**src/include/dbpc_pkg.sv**
```systemverilog
// drive bay power and update control: shared constants and types
// assumes a single 100 MHz clock; used by the top level and the bench
package dbpc_pkg;

  // ----------------------------------------------------------------
  // sizes and clock
  // ----------------------------------------------------------------
  localparam int NSLOT = 5;
  localparam int NFAN = 2;
  localparam int SLOT_IDX_W = 3;
  localparam int FAN_CNT_W = 24;
  localparam int SETTLE_CNT_W = 24;
  localparam int SELFTEST_CNT_W = 27;
  localparam int CLK_FREQ_HZ = 100_000_000;

  // ----------------------------------------------------------------
  // timing
  // ----------------------------------------------------------------
  localparam int SETTLE_TIME_MS = 100;
  localparam int SELFTEST_TIME_MS = 1000;
  localparam int SETTLE_CYCLES = (CLK_FREQ_HZ / 1000) * SETTLE_TIME_MS;
  localparam int SELFTEST_CYCLES = (CLK_FREQ_HZ / 1000) * SELFTEST_TIME_MS;
  localparam logic [SELFTEST_CNT_W-1:0] JUMPER_SAMPLE_CYCLE = 27'h0000003;

  // ----------------------------------------------------------------
  // program store layout
  // ----------------------------------------------------------------
  localparam int STORE_AW = 15;
  localparam int BOOT_REGION_BYTES = 8192;
  localparam int OPER_REGION_BYTES = 24576;
  localparam logic [STORE_AW-1:0] BOOT_REGION_END = 15'h2000;

  // ----------------------------------------------------------------
  // register offsets
  // ----------------------------------------------------------------
  localparam logic [7:0] REG_FAN_CTRL = 8'h00;
  localparam logic [7:0] REG_SPARE = 8'h04;
  localparam logic [7:0] REG_FAULT_FORCE = 8'h08;
  localparam logic [7:0] REG_SLOT_STATUS = 8'h0c;
  localparam logic [7:0] REG_MODE_STATUS = 8'h10;
  localparam logic [7:0] REG_FAN0_PERIOD = 8'h14;
  localparam logic [7:0] REG_FAN1_PERIOD = 8'h18;
  localparam logic [7:0] REG_FAN_STATUS = 8'h1c;
  localparam logic [7:0] REG_FAN_LIMIT = 8'h20;
  localparam logic [7:0] REG_PRIV_BUS = 8'h24;

  // ----------------------------------------------------------------
  // field positions and reset values
  // ----------------------------------------------------------------
  localparam int STAT_POWER_LSB = 0;
  localparam int STAT_PRESENT_LSB = 8;
  localparam int STAT_FAILED_LSB = 16;
  localparam int STAT_BYPASS_LSB = 24;
  localparam int MODE_CODE_LSB = 0;
  localparam int MODE_SELFTEST_BIT = 4;
  localparam int MODE_BOOTWR_BIT = 5;
  localparam int MODE_SPARE_LSB = 8;
  localparam int FANST_DEGRADED_LSB = 0;
  localparam int FANST_STALLED_LSB = 2;
  localparam int PRIV_SCL_LOW_BIT = 0;
  localparam int PRIV_SDA_LOW_BIT = 1;
  localparam int PRIV_SCL_IN_BIT = 8;
  localparam int PRIV_SDA_IN_BIT = 9;
  localparam logic [NFAN-1:0] FAN_CTRL_RST = 2'h3;
  localparam logic [NSLOT-1:0] SPARE_RST = 5'h00;
  localparam logic [NSLOT-1:0] FAULT_FORCE_RST = 5'h00;
  localparam logic [FAN_CNT_W-1:0] FAN_LIMIT_RST = 24'h0f4240;

  // ----------------------------------------------------------------
  // types
  // ----------------------------------------------------------------
  typedef enum logic [1:0] {
    MOP_ENTER,
    MOP_EXIT,
    MOP_IMAGE_WRITE,
    MOP_NONE
  } dbpc_mgmt_op_t;

  typedef enum logic [1:0] {
    MODE_BOOT,
    MODE_NORMAL,
    MODE_XFER_CMD,
    MODE_XFER_JUMPER
  } dbpc_mode_t;

  typedef enum logic [1:0] {
    SLOT_OFF,
    SLOT_SETTLE,
    SLOT_ON
  } dbpc_slot_t;

endpackage

```
**src/core/dbpc_top.sv**
```systemverilog
// drive bay power and update control: slot power, fault indicators,
// fans, private two-wire bus, firmware transfer mode
// assumes one 100 MHz clock; pins are asynchronous, command ports are
// driven by logic on the same clock
//
// Functional notes
// - forced update jumper enters transfer mode; normal jumper runs normal code.
// - boot block writes blocked while boot jumper reads protect.
// - drive-bus failure report switches that slot's power off.
// - new insertion waits a settling delay before power is applied.
// - with system power on, a withdrawn drive loses slot power at once.
// - spare slots stay off until another drive fails, then the lowest ready spare powers up.
// - a shorted drive makes the slot bypass its power-control path.
// - one fault indicator per slot shows that drive's failure status.
// - all fault indicators light together for 1 s during self-test.
// - program store is an 8KB boot region plus 24KB operational region.
// - operational region is writable in transfer mode regardless of jumper.
// - transfer mode entered by management enter command or forced jumper.
// - command-entered transfer mode ends on the exit command.
// - jumper-entered transfer mode ends only on power cycle; exit refused.
// - firmware images arrive only over the management bus.
// - register port switches each of two fan outputs on or off.
// - tach inputs measured; degraded and stalled fans are flagged.
// - private two-wire bus lines driven directly under program control.
// - fault outputs are open-collector, active low, slot 0 first.
`timescale 1ns/100ps
module dbpc_top #(
  parameter int unsigned SETTLE_CYCLES = dbpc_pkg::SETTLE_CYCLES,
  parameter int unsigned SELFTEST_CYCLES = dbpc_pkg::SELFTEST_CYCLES
) (
  input wire logic clk,
  input wire logic reset,
  input wire logic [7:0] regAddr,
  input wire logic [31:0] regWrData,
  input wire logic regWrEn,
  input wire logic regRdEn,
  output logic [31:0] regRdData,
  input wire logic updateForceJumper,
  input wire logic bootRegionWriteJumper,
  input wire logic systemPowerOn,
  input wire logic [dbpc_pkg::NSLOT-1:0] slotPresent,
  input wire logic [dbpc_pkg::NSLOT-1:0] slotShort,
  input wire logic [dbpc_pkg::NFAN-1:0] fanTach,
  input wire logic esmFailValid,
  input wire logic [dbpc_pkg::SLOT_IDX_W-1:0] esmFailSlot,
  input wire logic mgmtValid,
  input wire dbpc_pkg::dbpc_mgmt_op_t mgmtOp,
  input wire logic [dbpc_pkg::STORE_AW-1:0] mgmtAddr,
  input wire logic [7:0] mgmtData,
  output logic mgmtRefused,
  output logic storeWrEn,
  output logic [dbpc_pkg::STORE_AW-1:0] storeWrAddr,
  output logic [7:0] storeWrData,
  output logic xferMode,
  output logic normalRun,
  output logic [dbpc_pkg::NSLOT-1:0] slotPowerEn,
  output logic [dbpc_pkg::NSLOT-1:0] slotBypass,
  output logic [dbpc_pkg::NSLOT-1:0] slotFaultNOut,
  output logic [dbpc_pkg::NSLOT-1:0] slotFaultNOe,
  output logic [dbpc_pkg::NFAN-1:0] fanPowerEn,
  input wire logic privSclIn,
  output logic privSclOut,
  output logic privSclOe,
  input wire logic privSdaIn,
  output logic privSdaOut,
  output logic privSdaOe
);
  import dbpc_pkg::*;

  // ----------------------------------------------------------------
  // state
  // ----------------------------------------------------------------
  localparam int PIN_W = 17;
  localparam logic [SETTLE_CNT_W-1:0] SETTLE_LOAD = SETTLE_CNT_W'(SETTLE_CYCLES - 1);
  localparam logic [SELFTEST_CNT_W-1:0] SELFTEST_LAST = SELFTEST_CNT_W'(SELFTEST_CYCLES - 1);
  localparam logic [FAN_CNT_W-1:0] FAN_CNT_MAX = '1;

  typedef struct packed {
    logic [PIN_W-1:0] sync1;
    logic [PIN_W-1:0] sync2;
    logic [NSLOT-1:0] prevPresent;
    logic [NFAN-1:0] prevTach;
    dbpc_mode_t mode;
    logic [SELFTEST_CNT_W-1:0] stCnt;
    logic selfTest;
    dbpc_slot_t [NSLOT-1:0] slot;
    logic [NSLOT-1:0][SETTLE_CNT_W-1:0] settleCnt;
    logic [NSLOT-1:0] failed;
    logic [NSLOT-1:0] spareActive;
    logic [NSLOT-1:0] bypass;
    logic [NSLOT-1:0] faultLed;
    logic [NSLOT-1:0] spareMask;
    logic [NSLOT-1:0] faultForce;
    logic [NFAN-1:0] fanPower;
    logic [NFAN-1:0][FAN_CNT_W-1:0] fanCnt;
    logic [NFAN-1:0][FAN_CNT_W-1:0] fanPeriod;
    logic [NFAN-1:0] stalled;
    logic [FAN_CNT_W-1:0] fanLimit;
    logic sclLow;
    logic sdaLow;
    logic storeWr;
    logic [STORE_AW-1:0] storeAddr;
    logic [7:0] storeData;
    logic refused;
    logic [31:0] rdData;
  } dbpc_state_t;

  dbpc_state_t q;
  dbpc_state_t d;

  // ----------------------------------------------------------------
  // synchronised pins
  // ----------------------------------------------------------------
  logic updJumperS;
  logic bootWrJumperS;
  logic sysPowerS;
  logic [NSLOT-1:0] presentS;
  logic [NSLOT-1:0] shortS;
  logic [NFAN-1:0] tachS;
  logic sclS;
  logic sdaS;

  assign updJumperS = q.sync2[0];
  assign bootWrJumperS = q.sync2[1];
  assign sysPowerS = q.sync2[2];
  assign presentS = q.sync2[7:3];
  assign shortS = q.sync2[12:8];
  assign tachS = q.sync2[14:13];
  assign sclS = q.sync2[15];
  assign sdaS = q.sync2[16];

  // ----------------------------------------------------------------
  // next state
  // ----------------------------------------------------------------
  always_comb begin
    logic insert;
    logic found;
    logic [NFAN-1:0] degraded;
    logic [SLOT_IDX_W-1:0] failIdx;
    logic failHit;
    insert = 1'b0;
    found = 1'b0;
    degraded = '0;
    failIdx = esmFailSlot;
    failHit = 1'b0;
    d = q;
    d.sync1 = {privSdaIn, privSclIn, fanTach, slotShort, slotPresent,
               systemPowerOn, bootRegionWriteJumper, updateForceJumper};
    d.sync2 = q.sync1;
    d.prevPresent = presentS;
    d.prevTach = tachS;
    d.storeWr = 1'b0;
    d.refused = 1'b0;
    d.rdData = '0;

    if (q.selfTest) begin
      d.stCnt = q.stCnt + 1'b1;
      if (q.stCnt >= SELFTEST_LAST) begin
        d.selfTest = 1'b0;
      end
    end

    // strap caught after release, once the synchroniser has settled
    // jumper selects start mode
    if (q.mode == MODE_BOOT && q.stCnt >= JUMPER_SAMPLE_CYCLE) begin
      if (updJumperS) begin
        d.mode = MODE_XFER_JUMPER;
      end else begin
        d.mode = MODE_NORMAL;
      end
    end

    // ----------------------------------------------------------------
    // management bus commands; drive bus has no image path
    // ----------------------------------------------------------------
    if (mgmtValid) begin
      case (mgmtOp)
        MOP_ENTER: begin
          if (q.mode == MODE_NORMAL) begin
            d.mode = MODE_XFER_CMD;
          end else if (q.mode == MODE_BOOT) begin
            d.refused = 1'b1;
          end
        end
        MOP_EXIT: begin
          if (q.mode == MODE_XFER_CMD) begin
            d.mode = MODE_NORMAL;
          end else begin
            d.refused = 1'b1;
          end
        end
        MOP_IMAGE_WRITE: begin
          if (q.mode != MODE_XFER_CMD && q.mode != MODE_XFER_JUMPER) begin
            d.refused = 1'b1;
          end else if (mgmtAddr < BOOT_REGION_END && !bootWrJumperS) begin
            d.refused = 1'b1;
          end else begin
            d.storeWr = 1'b1;
            d.storeAddr = mgmtAddr;
            d.storeData = mgmtData;
          end
        end
        default: begin
          d.refused = 1'b0;
        end
      endcase
    end

    // ----------------------------------------------------------------
    // slot power
    // ----------------------------------------------------------------
    failHit = esmFailValid && (int'(failIdx) < NSLOT);
    // lowest ready spare takes over a reported failure
    if (failHit && !q.failed[failIdx]) begin
      for (int j = 0; j < NSLOT; j++) begin
        if (!found && q.spareMask[j] && !q.spareActive[j] && presentS[j] &&
            (int'(failIdx) != j)) begin
          d.spareActive[j] = 1'b1;
          found = 1'b1;
        end
      end
    end

    for (int i = 0; i < NSLOT; i++) begin
      insert = presentS[i] && !q.prevPresent[i];
      case (q.slot[i])
        SLOT_OFF: begin
          if (presentS[i] && !q.failed[i] && !q.bypass[i] &&
              (!q.spareMask[i] || q.spareActive[i])) begin
            if (insert) begin
              d.slot[i] = SLOT_SETTLE;
              d.settleCnt[i] = SETTLE_LOAD;
            end else if (q.spareActive[i]) begin
              d.slot[i] = SLOT_ON;
            end
          end
        end
        SLOT_SETTLE: begin
          if (!presentS[i]) begin
            d.slot[i] = SLOT_OFF;
          end else if (q.settleCnt[i] == '0) begin
            d.slot[i] = SLOT_ON;
          end else begin
            d.settleCnt[i] = q.settleCnt[i] - 1'b1;
          end
        end
        SLOT_ON: begin
          if (!presentS[i] && sysPowerS) begin
            d.slot[i] = SLOT_OFF;
          end
        end
        default: begin
          d.slot[i] = SLOT_OFF;
        end
      endcase

      if (failHit && int'(failIdx) == i) begin
        d.failed[i] = 1'b1;
        d.slot[i] = SLOT_OFF;
      end

      // short takes the control path out
      if (shortS[i] && presentS[i]) begin
        d.bypass[i] = 1'b1;
        d.slot[i] = SLOT_OFF;
      end

      // only a removal clears the failure latch
      if (!presentS[i]) begin
        d.failed[i] = 1'b0;
        d.bypass[i] = 1'b0;
        d.spareActive[i] = 1'b0;
      end

      d.faultLed[i] = q.selfTest || d.failed[i] || q.faultForce[i];
    end

    // ----------------------------------------------------------------
    // fan tachometers; a stopped fan saturates the counter
    // ----------------------------------------------------------------
    // period and stall detection
    for (int f = 0; f < NFAN; f++) begin
      if (tachS[f] && !q.prevTach[f]) begin
        d.fanPeriod[f] = q.fanCnt[f];
        d.fanCnt[f] = '0;
        d.stalled[f] = 1'b0;
      end else if (q.fanCnt[f] != FAN_CNT_MAX) begin
        d.fanCnt[f] = q.fanCnt[f] + 1'b1;
      end else begin
        d.stalled[f] = 1'b1;
      end
      degraded[f] = q.fanPeriod[f] > q.fanLimit;
    end

    // ----------------------------------------------------------------
    // register writes
    // ----------------------------------------------------------------
    if (regWrEn) begin
      if (regAddr == REG_FAN_CTRL) begin
        d.fanPower = regWrData[NFAN-1:0];
      end else if (regAddr == REG_SPARE) begin
        d.spareMask = regWrData[NSLOT-1:0];
      end else if (regAddr == REG_FAULT_FORCE) begin
        d.faultForce = regWrData[NSLOT-1:0];
      end else if (regAddr == REG_FAN_LIMIT) begin
        d.fanLimit = regWrData[FAN_CNT_W-1:0];
      end else if (regAddr == REG_PRIV_BUS) begin
        d.sclLow = regWrData[PRIV_SCL_LOW_BIT];
        d.sdaLow = regWrData[PRIV_SDA_LOW_BIT];
      end
    end

    // ----------------------------------------------------------------
    // register reads, data in the following cycle only
    // ----------------------------------------------------------------
    if (regRdEn) begin
      if (regAddr == REG_FAN_CTRL) begin
        d.rdData[NFAN-1:0] = q.fanPower;
      end else if (regAddr == REG_SPARE) begin
        d.rdData[NSLOT-1:0] = q.spareMask;
      end else if (regAddr == REG_FAULT_FORCE) begin
        d.rdData[NSLOT-1:0] = q.faultForce;
      end else if (regAddr == REG_SLOT_STATUS) begin
        for (int i = 0; i < NSLOT; i++) begin
          d.rdData[STAT_POWER_LSB + i] = (q.slot[i] == SLOT_ON);
        end
        d.rdData[STAT_PRESENT_LSB +: NSLOT] = presentS;
        d.rdData[STAT_FAILED_LSB +: NSLOT] = q.failed;
        d.rdData[STAT_BYPASS_LSB +: NSLOT] = q.bypass;
      end else if (regAddr == REG_MODE_STATUS) begin
        d.rdData[MODE_CODE_LSB +: 2] = q.mode;
        d.rdData[MODE_SELFTEST_BIT] = q.selfTest;
        d.rdData[MODE_BOOTWR_BIT] = bootWrJumperS;
        d.rdData[MODE_SPARE_LSB +: NSLOT] = q.spareActive;
      end else if (regAddr == REG_FAN0_PERIOD) begin
        d.rdData[FAN_CNT_W-1:0] = q.fanPeriod[0];
      end else if (regAddr == REG_FAN1_PERIOD) begin
        d.rdData[FAN_CNT_W-1:0] = q.fanPeriod[1];
      end else if (regAddr == REG_FAN_STATUS) begin
        d.rdData[FANST_DEGRADED_LSB +: NFAN] = degraded;
        d.rdData[FANST_STALLED_LSB +: NFAN] = q.stalled;
      end else if (regAddr == REG_FAN_LIMIT) begin
        d.rdData[FAN_CNT_W-1:0] = q.fanLimit;
      end else if (regAddr == REG_PRIV_BUS) begin
        d.rdData[PRIV_SCL_LOW_BIT] = q.sclLow;
        d.rdData[PRIV_SDA_LOW_BIT] = q.sdaLow;
        d.rdData[PRIV_SCL_IN_BIT] = sclS;
        d.rdData[PRIV_SDA_IN_BIT] = sdaS;
      end
    end
  end

  // ----------------------------------------------------------------
  // registers
  // ----------------------------------------------------------------
  always_ff @(posedge clk or posedge reset) begin
    if (reset) begin
      q.sync1 <= '0;
      q.sync2 <= '0;
      q.prevPresent <= '0;
      q.prevTach <= '0;
      q.mode <= MODE_BOOT;
      q.stCnt <= '0;
      q.selfTest <= 1'b1;
      q.slot <= '{default: SLOT_OFF};
      q.settleCnt <= '0;
      q.failed <= '0;
      q.spareActive <= '0;
      q.bypass <= '0;
      q.faultLed <= '0;
      q.spareMask <= SPARE_RST;
      q.faultForce <= FAULT_FORCE_RST;
      q.fanPower <= FAN_CTRL_RST;
      q.fanCnt <= '0;
      q.fanPeriod <= '0;
      q.stalled <= '0;
      q.fanLimit <= FAN_LIMIT_RST;
      q.sclLow <= 1'b0;
      q.sdaLow <= 1'b0;
      q.storeWr <= 1'b0;
      q.storeAddr <= '0;
      q.storeData <= '0;
      q.refused <= 1'b0;
      q.rdData <= '0;
    end else begin
      q <= d;
    end
  end

  // ----------------------------------------------------------------
  // outputs
  // ----------------------------------------------------------------
  assign regRdData = q.rdData;
  assign mgmtRefused = q.refused;
  assign storeWrEn = q.storeWr;
  assign storeWrAddr = q.storeAddr;
  assign storeWrData = q.storeData;
  assign xferMode = (q.mode == MODE_XFER_CMD) || (q.mode == MODE_XFER_JUMPER);
  assign normalRun = (q.mode == MODE_NORMAL);
  assign slotBypass = q.bypass;
  assign fanPowerEn = q.fanPower;

  assign slotFaultNOut = '0;
  assign slotFaultNOe = q.faultLed;

  // lines only pulled low, released high
  assign privSclOut = 1'b0;
  assign privSclOe = q.sclLow;
  assign privSdaOut = 1'b0;
  assign privSdaOe = q.sdaLow;

  genvar gi;
  generate
    for (gi = 0; gi < NSLOT; gi++) begin : g_pwr
      assign slotPowerEn[gi] = (q.slot[gi] == SLOT_ON);
    end
  endgenerate

endmodule

```
**config.mk**
```make
export PLATFORM = sky130hd
export DESIGN_NAME = dbpc_top
export DESIGN_NICKNAME = d
export VERILOG_FILES = /design/src/include/dbpc_pkg.sv /design/src/core/dbpc_top.sv
export SDC_FILE = /design/constraint.sdc
export NUM_CORES = 1
export LEC_CHECK = 0
export BUFFER_PORTS_ARGS = -buffer_cell sky130_fd_sc_hd__buf_2
export CAP_MARGIN = 15
export CORE_UTILIZATION = 60
export DETAILED_ROUTE_END_ITERATION = 7
export PLACE_DENSITY = 0.92
export SLEW_MARGIN = 20
export SYNTH_ARGS = -nofsm -noshare
export SYNTH_HDL_FRONTEND = slang
export SYNTH_SLANG_ARGS = --single-unit
```
**constraint.sdc**
```tcl
create_clock -name clk -period 19.2 [get_ports clk]
set_input_delay 2.88 -clock clk [delete_from_list [all_inputs] [get_ports clk]]
set_output_delay 2.88 -clock clk [all_outputs]
set_load 0.03 [all_outputs]
```
==> results of run 1 <==
==> critical path: cells and delay by family <==
kind          cells  cell delay [ps]
mux               1              430
buf+inv           2              470
simple gates      3             1490
==> metrics by stage <==
stage / hold slack (ps) / setup slack [ps]
floorplan: 331 / 4900
global placement: 333 / 13530
detailed placement: 336 / 13450
CTS: 347 / 14050
global route: 348 / 14220
finish: 342 / 14360
==> kinds of logic (layout without fill, tap and decap cells) <==
family / Yosys count / in the layout
compound gates: 340 / 340
xor+xnor: 131 / 131
fa+ha+maj: 56 / 56
buf+inv: 192 / 305
flops: 411 / 411
mux: 91 / 91
other cells: 1 / 13
simple gates: 788 / 788
==> worst paths after layout <==
kind                            start       endpoint  slack (ps)
setup / recovery           regAddr[4]          q[80]       14360
hold / removal                 d[385]         d[377]         340
setup reg to reg               q[261]         q[273]       15870
hold reg to reg                d[385]         d[377]         340
max in group asynchronous       reset  regRdData[20]       15100
min in group asynchronous       reset         q[266]        2430
==> state kept, by name, summed over array words and instances (netlist names), 2 cells and up <==
name	count
regRdData	29
storeWrData	8
slotBypass	5
d	24
q	318
fanPowerEn	2
storeWrAddr	15
slotFaultNOe	5
==> layout make-up <==
cell class	instances	area (um2)
Fill cell	2353	10800
Sequential cell	411	10300
Multi-Input combinational cell	1416	9150
Clock buffer	62	1240
Timing Repair Buffer	174	950
Tap cell	448	561
Clock inverter	18	206
Inverter	51	199
Antenna cell	3	7.51
==> power by group <==
group	switching (mW)	internal, mW	total, mW
clock	0.357	0.494	0.851
sequential	0.0674	0.931	0.999
combinational	0.185	0.102	0.287
total	0.609	1.53	2.14
==> routing by layer <==
| layer | vias up | global-route usage | wire length (um) |
|---|---|---|---|
| met4 | 6 | 0.131 | 2080 |
| met2 | 822 | 0.468 | 24000 |
| met1 | 7945 | 0.376 | 20000 |
| met3 | 156 | 0.0707 | 4600 |
| li1 | 7325 | - | - |
| met5 | - | 0 | 40 |
==> cells in the final DEF, fill, tap and decap left out, drive strengths merged, types with 13 or more instances in the layout <==
cell type    n
dfrtp      401
buf        174
o21ai       56
or4         17
a31oi       33
or3         32
a21oi       95
o31ai       15
nand3       57
a222oi      18
and3        27
mux2        86
xor2        47
nand4       36
nand2b      27
a211oi      22
nor4        38
xnor2       84
a22oi       15
o21a        14
ha          56
nor3        76
nor2       170
clkbuf      62
o211ai      15
nor2b       26
nand2      215
a2111oi     13
inv         54
==> results.py, run 1 <==
metrics = {
    "run_status": {
        "outcome": "finished, final reports clean",
    },
    "drt": {
        "postRouteAntennaNets": 0,
        "wl_per_cell_um": 19.6,
        "dr.pass1.iters": 8,
        "viasPerCell": 6.29,
        "wl_um": 50700,
        "drt_iter0_drc": 1594,
        "drc": 0,
        "vias": 16300,
    },
    "synthesis": {
        "synth_area_leaders": "dfrtp_1 (49%), mux2_2 (4.7%), nand2_1 (4.0%), xnor2_1 (3.6%), ha_1 (3.4%)",
        "synthSimpleGateAreaFrac": 0.194,
        "avgSynthCellArea_um2": 10.1,
        "synth.top_cell.area_share": 0.492,
        "yosys-top-cells-count": "dfrtp_1 (401), nand2_1 (215), nor2_1 (170)",
        "seq_area_frac_synth": 0.505,
        "synth-xor-area-share": 0.0563,
        "synth_most_common_cell": "dfrtp_1",
        "synth_area_mm2": 0.0204,
        "yosys_warnings": 0,
        "async_flop_share": 1.00,
        "synth_edf_count": 0,
        "synth_ff_type": "dfrtp_1",
        "yosysUniqueCellTypes": 77,
        "synth_compound_area_frac": 0.111,
        "synth_top_family_by_area": "simple AND/OR/NAND/NOR gates",
        "synthMuxAreaShare": 0.0505,
        "synth_fa_ha_area_frac": 0.0344,
        "synth_seq_cells": 411,
        "yosysTopAreaCell": "dfrtp_1",
        "syn-instance-count": 2010,
    },
    "critical_path": {
        "reg2reg_depth": 8,
        "crit_required_ps": 19660,
        "cp_max_fo": 24,
        "path_cells": "buf_2, nor4b_1, and2_1, buf_4, nand2_2, mux2_2",
        "cp-start-kind": "input pin",
        "critPathSlowestCell": "nor4b_1",
        "max_stage_delay_ps": 790,
        "worstSetupPathType": "input pin to flip-flop",
        "arrival_ps": 5300,
        "cp-end-kind": "flip-flop",
    },
    "job": {
        "maxCapViolCount": 0,
    },
    "placement": {
        "post-place-cells": 2499,
        "portBuffers": 157,
        "dpl_cell_area_mm2": 0.0211,
        "hpwl_um": 34800,
        "gp_congestion": 0.949,
    },
    "die": {
        "io_pins": 176,
        "start_util": 0.610,
        "design.core.area_mm2": 0.0334,
        "die_w_um": 186,
        "dieArea_mm2": 0.0347,
        "die_height_um": 186,
        "rows": 67,
    },
    "cts": {
        "clock_sinks": 411,
        "cts-buffers-inserted": 44,
        "ctsLongestPathBuffers": 3,
        "cts_setup_buffers": 0,
        "ctsResizeCount": 0,
        "clkSlewWorstSetupHoldPaths_ps": 60,
        "cts_tree": "done",
        "root_buffer": "clkbuf_16",
        "htree_levels": 2,
        "clk_latency_ps": 590,
        "hold_buffers": 0,
    },
    "finish": {
        "fin_nets": 2245,
        "finalCoreUtilization": 0.676,
        "stdcell_area_mm2": 0.0226,
        "stdcell_count": 2583,
        "drive_gt1_frac": 0.174,
        "areaGrowthSynthToFinish_pct": 10.9,
    },
    "global_routing": {
        "grt_antenna_before_repair": 7,
        "grt_max_degree": 197,
        "grt_use_total": 0.292,
        "grt_overflow_total": 0,
        "grt_pass1_wl_um": 82300,
        "grt_pass1_vias": 16200,
    },
    "timing": {
        "rsz0062_at_grt": "false",
        "fin_crit_ps": 4840,
        "tightest_slew_ps": 1040,
        "finalSetupViolCount": 0,
        "timing.fmax_ghz": 0.207,
        "skew_ps": 23.1,
        "hold_viol_final": 0,
        "post-route-period-util": 0.252,
        "setup_tns_ps": 0,
        "slew_viol_final": 0,
        "slew_headroom": 0.295,
    },
    "pwr": {
        "peakVddDrop_uv": 81.9,
        "p_per_area_mw_per_mm2": 94.5,
        "totalPowerFinal_mw": 2.14,
        "leakage_nw": 9.97,
    },
    "min_path": {
        "holdPathStages": 0,
        "min_path_type": "flip-flop to flip-flop",
    },
}
Note: power is estimated with default switching activity, not from simulation.
==> run 2, diff against run 1 <==
- CORE_UTILIZATION: 60 -> 54
- PLACE_DENSITY: 0.92 -> 0.88
- clock period: 19.2 -> 4.2 ns (I/O delays scaled with it)
==> results.py, run 2 (same netlist as run 1, synthesis figures left out) <==
metrics = {
    "run_status": {
        "outcome": "finished, violations left",
        "violations": "DRC",
    },
    "timing": {
        "hold_viol_final": 0,
        "timing.fmax_ghz": 0.305,
        "slew_headroom": 0.291,
        "finalSetupViolCount": 0,
        "skew_ps": 16.0,
        "rsz0062_at_grt": "false",
        "setup_tns_ps": 0,
        "slew_viol_final": 0,
        "fin_crit_ps": 3280,
        "post-route-period-util": 0.780,
        "holdWs_ps": 123,
        "tightest_slew_ps": 1060,
    },
    "finish": {
        "largest-register": "q",
        "drive_gt1_frac": 0.177,
        "areaGrowthSynthToFinish_pct": 11.6,
        "final_cell_mix": "dfrtp_1 (401), nand2_1 (215), nor2_1 (170)",
        "fin_nets": 2253,
        "multi_input_area_mm2": 0.00914,
        "layout_commonest_cell": "dfrtp_1",
        "fillerInstances": 2879,
        "largest_register_ffs": 318,
        "seq_area_mm2": 0.0103,
        "stdcell_area_mm2": 0.0228,
    },
    "die": {
        "start_util": 0.553,
        "io_pins": 176,
        "rows": 70,
        "die_height_um": 196,
        "die_w_um": 196,
        "design.core.area_mm2": 0.0369,
        "dieArea_mm2": 0.0386,
    },
    "global_routing": {
        "grt_overflow_total": 0,
        "grt_pass1_vias": 15900,
        "grt_use_total": 0.262,
        "grt_max_degree": 122,
        "grt_antenna_before_repair": 10,
        "grt_pass1_wl_um": 81000,
    },
    "pwr": {
        "leakage_nw": 9.97,
        "peakVddDrop_uv": 535,
        "p_per_area_mw_per_mm2": 428,
    },
    "cts": {
        "htree_levels": 2,
        "clkSlewWorstSetupHoldPaths_ps": 60,
        "hold_buffers": 0,
        "ctsLongestPathBuffers": 3,
        "cts_tree": "done",
        "clk_latency_ps": 550,
        "root_buffer": "clkbuf_16",
        "cts-buffers-inserted": 43,
        "ctsResizeCount": 0,
        "clock_sinks": 411,
        "cts_setup_buffers": 0,
    },
    "critical_path": {
        "max_stage_delay_ps": 580,
        "cp-start-kind": "flip-flop",
        "reg2reg_depth": 8,
        "cp_max_fo": 18,
        "worstSetupPathType": "flip-flop to flip-flop",
        "path_cells": "inv_1, ha_1, or3b_2, nor4_2, a31o_2, nand2_1, a21oi_1, a41oi_1",
        "crit_required_ps": 4600,
        "arrival_ps": 3680,
        "cp-end-kind": "flip-flop",
        "critPathSlowestCell": "nor4_2",
    },
    "drt": {
        "wl_per_cell_um": 19.1,
        "vias": 16200,
        "met2_length_um": 23600,
        "wl_um": 50700,
        "drt_iter0_drc": 1489,
        "viasPerCell": 6.09,
        "wl_met3_um": 4270,
        "highest_layer": "met5",
        "m1WireLength_um": 20200,
        "postRouteAntennaNets": 0,
        "dr.pass1.iters": 8,
        "drc": 5,
    },
    "job": {
        "maxCapViolCount": 0,
    },
    "placement": {
        "portBuffers": 157,
        "dpl_cell_area_mm2": 0.0213,
        "hpwl_um": 35400,
        "gp_congestion": 0.973,
    },
    "min_path": {
        "min_path_type": "input pin to asynchronous set/reset pin",
    },
}
-- run 2: changes by cell type in the layout (fill, tap and decap cells not counted), sizes merged --
cell	previous run	this run
bufinv	3	2
buf	174	183
diode	3	9
clkinvlp	2	10
inv	54	50
clkbuf	62	64
clkinv	10	4
-- run 2: path summary, 6_finish.rpt --
kind | from | to | slack (ps)
worst max-delay path | q[261] | q[273] | 920
worst min-delay path | reset | d[385] | 120
worst max register to register | q[261] | q[273] | 920
worst min register to register | d[394] | d[374] | 340
max in group asynchronous | reset | q[253] | 3040
min in group clk | updateForceJumper | d[380] | 180
-- run 2: metrics by stage --
stage | std cells | utilization | worst slack, ps | power [mW]
CTS | 2643 | 0.616 | 1000 | 9.77
floorplan | 2019 | - | -1960 | 5.62
finish | 2653 | 0.617 | 923 | 9.74
detailed placement | 2564 | 0.577 | 1020 | 5.92
global placement | 2564 | 0.577 | 1120 | 5.84
global route | 2648 | 0.617 | 773 | 10.1
-- run 2: per-layer routing --
layer  up-vias  global-route usage
met2       749               0.423
met1      7903               0.330
met5         -                   0
li1       7333                   -
met3       170              0.0582
met4         4               0.139
-- run 2: cell type report --
class	count	area share
clock buffer	64	0.0566
timing repair buffer	183	0.0453
antenna	9	0.000990
inverter	51	0.00858
multi-input combinational	1416	0.402
tap	504	0.0277
clock inverter	15	0.00649
sequential	411	0.453
-- run 2: critical path: cells and delay by family (launching register included) --
family | cells | cell delay, ps
AOI/OAI and AO/OA | 3 | 840
adders and majority gates | 1 | 190
buffers and inverters | 1 | 90
DFF | 1 | 430
and+or+nand+nor | 3 | 1570
-- run 2: power breakdown --
part | internal, mW | switching, mW
clock network | 2.25 | 1.60
registers | 4.26 | 0.314
logic | 0.474 | 0.848
total | 6.98 | 2.76
